--- src/psc_map.svh ---
// Register offsets, reset values, field positions and bus constants
`ifndef PSC_MAP_SVH
`define PSC_MAP_SVH

// Register offsets
`define PSC_OFS_VERSION 8'h00
`define PSC_OFS_STATUS 8'h01
`define PSC_OFS_MASK 8'h02
`define PSC_OFS_ENABLE 8'h03
`define PSC_OFS_CONFIG 8'h04

// Reset and load values
`define PSC_RST_MASK 8'hC0
`define PSC_RST_ENABLE 8'hFF
`define PSC_RST_CONFIG 8'hB1
`define PSC_UNMAPPED 8'hFF
// Arbitrary identification value
`define PSC_VERSION_CODE 8'h5A

// Field layout of the status, mask and enable registers
`define PSC_BIT_PWRFAIL 7
`define PSC_BIT_BATLOW 6
`define PSC_SUPPLY_LSB 1
`define PSC_SUPPLY_MSB 5
`define PSC_NUM_SUPPLY 5
`define PSC_BUCK3_IDX 2
`define PSC_FLAG_MASK 8'hFE
`define PSC_ENABLE_FIXED 8'hC1

// Serial slave address and phase code for the reference converter
`define PSC_SLAVE_ADDR 7'h48
`define PSC_PHASE_ZERO 2'h0
`define PSC_BITS_PER_BYTE 4'h8

`endif

--- src/psc_pkg.sv ---
// Types shared by the status and control register bank
package psc_pkg;

   // Phase delay code: 0, 1/4, 1/2 or 3/4 of a switching cycle
   typedef logic [1:0] psc_phase_t;

   typedef struct packed {
      psc_phase_t buck2_phase;
      psc_phase_t buck3_phase;
      logic low_ripple;
      logic buck2_forced_fixed_freq;
      logic buck1_forced_fixed_freq;
      logic buck3_forced_fixed_freq;
   } psc_cfg_t;

   typedef enum logic [6:0] {
      PSC_IDLE = 7'h01,
      PSC_ADDR = 7'h02,
      PSC_ACK_ADDR = 7'h04,
      PSC_RX_BYTE = 7'h08,
      PSC_ACK_RX = 7'h10,
      PSC_TX_BYTE = 7'h20,
      PSC_HOST_ACK = 7'h40
   } psc_state_t;

endpackage

--- src/psc_regs.sv ---
// Power status and control register bank with its serial slave port
`include "psc_map.svh"

// Notes on behaviour
// - Offset zero reads fixed version, ignores writes
// - Offset one is read-only status, bit0 zero
// - Bits 7,6 follow fail and battery comparators
// - Supply fault bits, zero while supply disabled
// - Buck3 fault zero during core voltage move
// - Mask register at two, lockout loads C0h
// - Set mask bit keeps flag off interrupt
// - Enable register at three, resets all ones
// - Supply on equals register bit AND pin
// - Lockout reloads enable register to all ones
// - Low enable pin holds its bit at one
// - Shared linear pin resets both linear bits
// - Host writes enable bits; read returns them
// - Config register at four, lockout loads B1h
// - Config selects buck2 and buck3 phase delay
// - Buck1 always switches with zero phase
// - Config bits force fixed frequency per buck
// - Status read blocks active flags from interrupt
// - Answers only at fixed seven-bit address
// - Unmapped offsets read as all ones
module psc_regs
   import psc_pkg::*;
(
   input wire logic clk,
   input wire logic resetn,
   input wire logic undervoltage_lockout,
   input wire logic scl_in,
   input wire logic sda_in,
   output logic sda_out,
   output logic sda_oe,
   input wire logic power_fail_sense_in,
   input wire logic battery_low_sense_in,
   input wire logic buck1_enable_pin,
   input wire logic buck2_enable_pin,
   input wire logic buck3_enable_pin,
   input wire logic linear_regs_enable_pin,
   input wire logic [4:0] supply_below_target,
   input wire logic dynamic_core_voltage_move,
   output logic [4:0] supply_on,
   output psc_phase_t buck1_phase,
   output psc_cfg_t converter_config,
   output logic int_n
);
   // Serial slave state
   psc_state_t state;
   psc_state_t next_state;
   logic scl_q;
   logic sda_q;
   logic [3:0] bit_cnt;
   logic [3:0] next_bit_cnt;
   logic [7:0] shreg;
   logic [7:0] next_shreg;
   logic read_dir;
   logic next_read_dir;
   logic first_byte;
   logic next_first_byte;
   logic [7:0] ptr;
   logic [7:0] next_ptr;
   logic next_sda_oe;
   logic wr_stb;
   logic next_wr_stb;
   logic [7:0] wr_data;
   logic [7:0] next_wr_data;
   logic status_rd;
   logic next_status_rd;

   // Register state
   logic [7:0] fault_irq_mask;
   logic [7:0] next_fault_irq_mask;
   psc_cfg_t next_converter_config;
   logic [7:0] irq_blocked;
   logic [7:0] next_irq_blocked;
   logic power_fail_flag;
   logic battery_low_flag;
   logic next_int_n;

   // Wires
   logic scl_rise;
   logic scl_fall;
   logic start_cond;
   logic stop_cond;
   logic [7:0] rd_data;
   logic [7:0] supply_fault_flags;
   logic [7:0] supply_enable_ctrl;
   logic [4:0] ctrl_bits;
   logic [4:0] faults;
   logic [4:0] pins;
   logic [4:0] hold_off;
   logic enable_wr;

   assign scl_rise = scl_in & ~scl_q;
   assign scl_fall = ~scl_in & scl_q;
   assign start_cond = scl_in & scl_q & sda_q & ~sda_in;
   assign stop_cond = scl_in & scl_q & ~sda_q & sda_in;

   // Register view of status and enable bits
   assign supply_fault_flags = {power_fail_flag, battery_low_flag,
                                faults, 1'b0};
   assign supply_enable_ctrl = `PSC_ENABLE_FIXED |
                               {2'h0, ctrl_bits, 1'b0};

   always_comb begin
      case (ptr)
         `PSC_OFS_VERSION: rd_data = `PSC_VERSION_CODE;
         `PSC_OFS_STATUS: rd_data = supply_fault_flags;
         `PSC_OFS_MASK: rd_data = fault_irq_mask;
         `PSC_OFS_ENABLE: rd_data = supply_enable_ctrl;
         `PSC_OFS_CONFIG: rd_data = converter_config;
         default: rd_data = `PSC_UNMAPPED;
      endcase
   end

   // Serial slave: bits sampled on SCL rise, SDA changed after SCL fall
   always_comb begin
      next_state = state;
      next_bit_cnt = bit_cnt;
      next_shreg = shreg;
      next_read_dir = read_dir;
      next_first_byte = first_byte;
      next_ptr = ptr;
      next_sda_oe = sda_oe;
      next_wr_stb = 1'b0;
      next_wr_data = wr_data;
      next_status_rd = 1'b0;
      case (state)
         PSC_IDLE: begin
            next_sda_oe = 1'b0;
         end
         PSC_ADDR: begin
            if (scl_rise) begin
               next_shreg = {shreg[6:0], sda_in};
               next_bit_cnt = bit_cnt + 4'h1;
            end else if (scl_fall && bit_cnt == `PSC_BITS_PER_BYTE) begin
               if (shreg[7:1] == `PSC_SLAVE_ADDR) begin
                  next_read_dir = shreg[0];
                  next_sda_oe = 1'b1;
                  next_state = PSC_ACK_ADDR;
               end else begin
                  next_state = PSC_IDLE;
               end
            end
         end
         PSC_ACK_ADDR: begin
            if (scl_fall) begin
               next_bit_cnt = 4'h0;
               if (read_dir) begin
                  next_shreg = {rd_data[6:0], 1'b0};
                  next_sda_oe = ~rd_data[7];
                  next_bit_cnt = 4'h1;
                  next_status_rd = (ptr == `PSC_OFS_STATUS);
                  next_state = PSC_TX_BYTE;
               end else begin
                  next_sda_oe = 1'b0;
                  next_first_byte = 1'b1;
                  next_state = PSC_RX_BYTE;
               end
            end
         end
         PSC_RX_BYTE: begin
            if (scl_rise) begin
               next_shreg = {shreg[6:0], sda_in};
               next_bit_cnt = bit_cnt + 4'h1;
            end else if (scl_fall && bit_cnt == `PSC_BITS_PER_BYTE) begin
               next_sda_oe = 1'b1;
               next_state = PSC_ACK_RX;
               if (first_byte) begin
                  next_ptr = shreg;
               end else begin
                  next_wr_stb = 1'b1;
                  next_wr_data = shreg;
               end
               next_first_byte = 1'b0;
            end
         end
         PSC_ACK_RX: begin
            if (scl_fall) begin
               next_sda_oe = 1'b0;
               next_bit_cnt = 4'h0;
               next_state = PSC_RX_BYTE;
            end
         end
         PSC_TX_BYTE: begin
            if (scl_fall) begin
               if (bit_cnt == `PSC_BITS_PER_BYTE) begin
                  next_sda_oe = 1'b0;
                  next_state = PSC_HOST_ACK;
               end else begin
                  next_sda_oe = ~shreg[7];
                  next_shreg = {shreg[6:0], 1'b0};
                  next_bit_cnt = bit_cnt + 4'h1;
               end
            end
         end
         PSC_HOST_ACK: begin
            // A not-acknowledge ends the read; the slave then stays idle until the next start
            if (scl_rise && sda_in) begin
               next_state = PSC_IDLE;
            end else if (scl_fall) begin
               next_shreg = {rd_data[6:0], 1'b0};
               next_sda_oe = ~rd_data[7];
               next_bit_cnt = 4'h1;
               next_status_rd = (ptr == `PSC_OFS_STATUS);
               next_state = PSC_TX_BYTE;
            end
         end
         default: begin
            next_state = PSC_IDLE;
            next_sda_oe = 1'b0;
         end
      endcase
      if (start_cond) begin
         next_state = PSC_ADDR;
         next_bit_cnt = 4'h0;
         next_sda_oe = 1'b0;
      end else if (stop_cond) begin
         next_state = PSC_IDLE;
         next_sda_oe = 1'b0;
      end
   end

   always_ff @(posedge clk) begin
      if (!resetn) begin
         state <= PSC_IDLE;
         scl_q <= 1'b1;
         sda_q <= 1'b1;
         bit_cnt <= 4'h0;
         shreg <= 8'h00;
         read_dir <= 1'b0;
         first_byte <= 1'b0;
         ptr <= 8'h00;
         sda_oe <= 1'b0;
         sda_out <= 1'b0;
         wr_stb <= 1'b0;
         wr_data <= 8'h00;
         status_rd <= 1'b0;
      end else begin
         state <= next_state;
         scl_q <= scl_in;
         sda_q <= sda_in;
         bit_cnt <= next_bit_cnt;
         shreg <= next_shreg;
         read_dir <= next_read_dir;
         first_byte <= next_first_byte;
         ptr <= next_ptr;
         sda_oe <= next_sda_oe;
         // Open drain: only the enable ever moves
         sda_out <= 1'b0;
         wr_stb <= next_wr_stb;
         wr_data <= next_wr_data;
         status_rd <= next_status_rd;
      end
   end

   // Supply cells; both linear regulators share one pin
   assign pins = {buck1_enable_pin, buck2_enable_pin, buck3_enable_pin,
                  linear_regs_enable_pin, linear_regs_enable_pin};
   assign hold_off = {2'h0, dynamic_core_voltage_move, 2'h0};
   assign enable_wr = wr_stb && ptr == `PSC_OFS_ENABLE;

   genvar gi;
   generate
      for (gi = 0; gi < `PSC_NUM_SUPPLY; gi++) begin : g_supply
         psc_supply_cell u_cell (
            .clk(clk),
            .resetn(resetn),
            .undervoltage_lockout(undervoltage_lockout),
            .enable_pin(pins[gi]),
            .wr(enable_wr),
            .wbit(wr_data[gi + `PSC_SUPPLY_LSB]),
            .below_target(supply_below_target[gi]),
            .hold_off(hold_off[gi]),
            .ctrl_bit(ctrl_bits[gi]),
            .supply_on(supply_on[gi]),
            .fault(faults[gi])
         );
      end
   endgenerate

   // Mask, configuration, blocking and interrupt
   always_comb begin
      next_fault_irq_mask = fault_irq_mask;
      next_converter_config = converter_config;
      if (wr_stb && ptr == `PSC_OFS_MASK) begin
         next_fault_irq_mask = wr_data & `PSC_FLAG_MASK;
      end
      if (wr_stb && ptr == `PSC_OFS_CONFIG) begin
         next_converter_config = psc_cfg_t'(wr_data);
      end
      if (undervoltage_lockout) begin
         next_fault_irq_mask = `PSC_RST_MASK;
         next_converter_config = psc_cfg_t'(`PSC_RST_CONFIG);
      end
      // A block lasts only while its flag stays set, so a new fault refires
      next_irq_blocked = irq_blocked & supply_fault_flags;
      if (status_rd) begin
         next_irq_blocked = supply_fault_flags;
      end
      next_int_n = ~|(supply_fault_flags & ~next_fault_irq_mask &
                      ~next_irq_blocked &
                      `PSC_FLAG_MASK);
   end

   always_ff @(posedge clk) begin
      if (!resetn) begin
         fault_irq_mask <= `PSC_RST_MASK;
         converter_config <= psc_cfg_t'(`PSC_RST_CONFIG);
         irq_blocked <= 8'h00;
         power_fail_flag <= 1'b0;
         battery_low_flag <= 1'b0;
         int_n <= 1'b1;
         buck1_phase <= `PSC_PHASE_ZERO;
      end else begin
         fault_irq_mask <= next_fault_irq_mask;
         converter_config <= next_converter_config;
         irq_blocked <= next_irq_blocked;
         power_fail_flag <= power_fail_sense_in;
         battery_low_flag <= battery_low_sense_in;
         int_n <= next_int_n;
         buck1_phase <= `PSC_PHASE_ZERO;
      end
   end
endmodule

--- src/psc_supply_cell.sv ---
// One supply: enable bit, effective enable and gated fault flag
`include "psc_map.svh"
module psc_supply_cell (
   input wire logic clk,
   input wire logic resetn,
   input wire logic undervoltage_lockout,
   input wire logic enable_pin,
   input wire logic wr,
   input wire logic wbit,
   input wire logic below_target,
   input wire logic hold_off,
   output logic ctrl_bit,
   output logic supply_on,
   output logic fault
);
   logic next_ctrl_bit;
   logic next_supply_on;
   logic next_fault;

   always_comb begin
      next_ctrl_bit = ctrl_bit;
      if (wr) begin
         next_ctrl_bit = wbit;
      end
      // Load and pin-low hold take priority over a host write
      if (undervoltage_lockout || !enable_pin) begin
         next_ctrl_bit = 1'b1;
      end
      next_supply_on = next_ctrl_bit & enable_pin;
      next_fault = below_target & next_supply_on & ~hold_off;
   end

   always_ff @(posedge clk) begin
      if (!resetn) begin
         ctrl_bit <= 1'b1;
         supply_on <= 1'b0;
         fault <= 1'b0;
      end else begin
         ctrl_bit <= next_ctrl_bit;
         supply_on <= next_supply_on;
         fault <= next_fault;
      end
   end
endmodule
--- config.mk ---
export PLATFORM = sky130hd
export DESIGN_NAME = psc_regs
export DESIGN_NICKNAME = d
export VERILOG_FILES = /design/src/psc_pkg.sv /design/src/psc_regs.sv /design/src/psc_supply_cell.sv
export VERILOG_INCLUDE_DIRS = /design/src
export SDC_FILE = /design/constraint.sdc
export NUM_CORES = 1
export LEC_CHECK = 0
export BUFFER_PORTS_ARGS = -buffer_cell sky130_fd_sc_hd__buf_4
export CAP_MARGIN = 10
export CORE_MARGIN = 5
export CORE_UTILIZATION = 40
export DETAILED_ROUTE_END_ITERATION = 16
export GPL_ROUTABILITY_DRIVEN = 0
export GPL_TIMING_DRIVEN = 1
export PLACE_DENSITY = 0.56
export SYNTH_ARGS = -nofsm -noshare
export SYNTH_HDL_FRONTEND = slang
export SYNTH_SLANG_ARGS = --single-unit
--- constraint.sdc ---
create_clock -name clk -period 2.2 [get_ports clk]
set_input_delay 0.11 -clock clk [delete_from_list [all_inputs] [get_ports clk]]
set_output_delay 0.11 -clock clk [all_outputs]
set_load 0.02 [all_outputs]
# Word-level counts from Yosys, hierarchy flattened
# Cells that the tools add are included.
# classes
reduce_logical	33
add_sub_neg	1
n_eq_ne	39
n_bitwise	36
muxes	70
# op_table
op	count
8-bit 2-to-1 mux	10
7-bit 2-to-1 mux	10
7-bit one-hot mux with 7 select lines	1
8-bit one-hot mux with 5 select lines	1
1-bit 2-to-1 mux	32
4-bit != test (second input constant)	8
8-bit one-hot mux with 4 select lines	1
10-bit AND reduction	3
4-bit 2-to-1 mux	7
2-bit != test (second input constant)	14
8-bit bitwise AND	3
4-bit one-hot mux with 5 select lines	1
1-bit bitwise AND	18
8-bit by 2-bit equality test with 1-bit output (second input constant)	2
8-bit NOT	2
8-bit AND reduction	2
7-bit equality test (second input constant)	2
1-bit NOT	13
4-bit AND reduction	3
8-bit by 1-bit equality test with 1-bit output (second input constant)	1
8-bit by 3-bit equality test with 1-bit output (second input constant)	1
8-bit logical NOT	1
7-bit by 1-bit equality test with 1-bit output (second input constant)	1
7-bit by 2-bit equality test with 1-bit output (second input constant)	1
other kinds (25)	41
# word_totals
ff_bits	84
out_inout_bits	18
in_bits	17

# Logic depth before layout (Yosys ltp)
# logic_depth
word_depth	9
ltp_mapped	9
mapped_depth_nobuf	8

# Cells and area by module
# A second synthesis with hierarchy kept.
# unflattened
cells_unflattened	475
area_unflattened_um2	4135.2
# by_module_without_submodules
mod	cells_per_inst	seq_area_each_um2	area_per_inst_um2	instances
psc_regs	425	1361.3	3597.2	1
psc_supply_cell	10	60.1	107.6	5

# Worst setup path before layout
# OpenSTA, ideal clock, no wires.
# synth_timing
kind	register -> register
startpoint	register ptr[7]
endpoint	register int_n
t_arrival_ns	2.003
required_time_ns	2.067
period_less_slack_ns	2.135
n_path_buf	0
setup_slack_ns	0.065
path_stages_with_launch	7
cell_sequence	dfxtp_1 > or4_4 > nor4_4 > mux2i_1 > a32oi_1 > o211ai_1 > o21ai_1
# synth_via
elab_chain_cells	9
# synth_rtl
item	line	source
from (decl)	psc_regs.sv:61	logic [7:0] ptr;
from (signal assigned)	psc_regs.sv:248	ptr <= next_ptr;
8-bit by 2-bit equality test with 1-bit output	n/a	
1-bit logical AND (no source line)	n/a	
8-bit 2-to-1 mux	psc_regs.sv:287	if (wr_stb && ptr == `PSC_OFS_MASK) begin
8-bit 2-to-1 mux	psc_regs.sv:293	if (undervoltage_lockout) begin
8-bit NOT	psc_regs.sv:302	next_int_n = ~|(supply_fault_flags & ~next_fault_irq_mask &
8-bit bitwise AND (2 in series)	psc_regs.sv:302	
7-bit OR reduction	psc_regs.sv:302	
1-bit logical NOT	psc_regs.sv:302	
to (signal assigned)	psc_regs.sv:322	int_n <= next_int_n;
to (decl)	psc_regs.sv:46	output logic int_n
# No other way between the ends.
# A chain may end at the register's enable or synchronous reset.

# Worst setup path in the final report
# Same ends and word-level chain as after synthesis.

==> metrics.cfg <==
[layout]
final_nets=532
layout.cells.non_filler=651
filler_cell_count=957
final_core_utilization_pct=49.1
n_antenna_cell=0
drive_gt1_share_pct=19.3
syn_to_final_growth_pct=20.9
fin_area_um2=4750

[place]
dp_hpwl_um=7750
placed_cells=623
pre_cts_slack_ns=0.0311
place_area_um2=4370
port_buffers=31

[routing]
drt_iter0_drc=172
met1_length_um=4920
drc_errors=0
vias=3501
wire_per_inst_um=16.0
highest_layer=met4
dr_wl_met2_um=4780
route.met3.wl_um=589
detail-route-antenna-nets=0
wirelength_um=10400
dr.pass1.iters=5
routed_via_density=5.38

[setup_path]
r2r_start=ptr[7]
r2r_cells=7
cp_num_cells=7
slowest_stage=or4_4
cp-end-kind=flip-flop
arrival_ns=2.38
start_kind=flip-flop
startpoint=ptr[7]
rr_endpoint=int_n
critical_path_buf_inv_count=1
critPathMaxFanout=8
reg2reg_slack_ns=0.07
worstPathRequired_ns=2.44
slowest_delay_ns=0.58
path_cells=or4_4 -> nor4_4 -> buf_6 -> mux2i_4 -> a32oi_1 -> o211ai_1 -> o21ai_1
path_class=reg2reg
path_delay_family=simple AND/OR/NAND/NOR gates

[floorplanning]
start_util_pct=40.6
dieHeight_um=109
row_count=36
coreArea_um2=9680
num_io_pins=35
die_area_um2=11900
die_width_um=109

[power_and_ir_drop]
finalPower_mw=3.26
p_leak_nw=1.93
powerDensity_nw_per_um2=687
ir_drop_mv=0.341

[yosys]
synth-seq-cells=83
synth.most_common_cell=dfxtp_1
yosys-top-cells-area=dfxtp_1 (42%), mux2i_1 (10%), nor2_1 (6.5%)
syn-cell-area_um2=3930
synth_common_cells=dfxtp_1 (83), nor2_1 (68), nand2_1 (41)
ys_seq_area_share_pct=42.3
yosysTopAreaCell=dfxtp_1
synthDistinctLibCells=56
synth_top_flop_cell=dfxtp_1
syn_area_per_cell_um2=8.45
yosysTopAreaCellShare_pct=42.3
synth.yosys.warnings=0
synth_edf_count=0
syn_inst=465
async_flop_share_pct=0

[global_route]
grt_max_degree=28
grt_pass1_vias=3409
grt.total_usage_pct=18.5
grt_pass1_wl_um=17300
grt_antenna_before_repair=0
grt_overflow=0

[cts]
ctsLongestPathBuffers=2
clock_sinks=83
cts_tree=yes
postCtsSetupBuffers=0
clock-root-buffer=clkbuf_8
clkSlewWorstSetupHoldPaths_ns=0.09
cts_htree_levels=3
cts_buffers=9
clock_latency_ns=0.37

[run_status]
outcome=complete, no violations

[timing]
setup-tns-final_ns=0
worstMarginPinSlew_ns=0.561
max_freq_mhz=469
fin_crit_ns=2.13
relSlewSlack_pct=62.4
timing.hold.ws_ns=0.0158
setup_viol=0
hold_violations=0
drv_slew=0
setup_ws_ns=0.0660
rsz0062_at_grt=false
period_share_pct=97.0
final.setup_skew_ns=0.0164

[flow_run]
maxCapViolCount=0

[worst_hold_path]
hold_start=dynamic_core_voltage_move
min_to=g_supply[2].u_cell.fault
holdPathStages=2
hold_path.class=in2reg

==> cell families after synthesis <==
family / Yosys count / share of synthesized area [%]
AOI/OAI and AO/OA: 86 / 14.4
other: 1 / 0.0954
and+or+nand+nor: 204 / 26.1
adders and majority gates: 2 / 0.637
muxes: 41 / 10.5
DFF: 83 / 42.3
xor gates and xnor gates: 5 / 1.11
buffers and inverters: 43 / 4.93
==> sequential cells by signal, summed over array words and instances (netlist names) <==
signal / count
battery_low_flag: 1
bit_cnt: 4
converter_config: 8
fault_irq_mask: 8
first_byte: 1
g_supply.u_cell.ctrl_bit: 5
g_supply.u_cell.fault: 5
g_supply.u_cell.supply_on: 5
int_n: 1
irq_blocked: 7
power_fail_flag: 1
ptr: 8
read_dir: 1
scl_q: 1
sda_oe: 1
sda_q: 1
shreg: 8
state: 7
status_rd: 1
wr_data: 8
wr_stb: 1
==> cell type report <==
| cell class | instances | area [um2] | share of cell area (%) |
|---|---|---|---|
| multi-input cells | 341 | 2140 | 45.1 |
| flip-flops and latches | 83 | 1670 | 35.1 |
| repair buffers | 69 | 556 | 11.7 |
| well taps | 133 | 166 | 3.50 |
| clock buffers | 9 | 124 | 2.61 |
| clock inverters | 7 | 58.8 | 1.24 |
| inverters | 9 | 33.8 | 0.711 |
==> cell usage in the layout, fill, tap and decap left out, types with 5 or more instances in the layout <==
cell type	count
dlygate4sd3_1	12
nor3_1	5
o21ai_0	20
dfxtp_2	6
buf_4	55
o211ai_1	8
inv_1	9
dfxtp_1	77
clkbuf_8	9
and2_1	9
nor2b_1	10
xor2_1	5
nand3_1	21
mux2i_1	38
or3_1	5
nand4_1	7
a21oi_1	23
nand2b_1	9
nor2_1	67
nand2_1	41
nor3b_1	5
==> per-layer routing <==
metal | GRT usage [%] | vias to the layer above
li1 | - | 1721
met1 | 25.8 | 1651
met2 | 29.2 | 119
met3 | 4.14 | 10
met4 | 4.33 | 0
met5 | 0 | -
==> what timing repair did <==
item                                    in CTS  in global routing
hold buffers                                12                  0
gates resized for setup                      0                 22
hold endpoints to repair                    16                  0
endpoints found under the setup margin       0                 28
==> how the worst max path moves through the flow <==
stage,to,slack [ns]
3_3_place_gp,state[0],0.04
6_report,int_n,0.07
2_1_floorplan,int_n,0.06
4_1_cts,state[0],0.009
3_5_place_dp,int_n,0.03
5_1_grt,int_n,0.0009
==> power by group <==
group | leakage, nW | switching, mW | total, mW | internal, mW
combinational | 1.16 | 0.329 | 0.579 | 0.251
sequential | 0.676 | 0.0772 | 1.63 | 1.55
clock | 0.0925 | 0.627 | 1.06 | 0.430
Power figures use the tool's default switching activity.
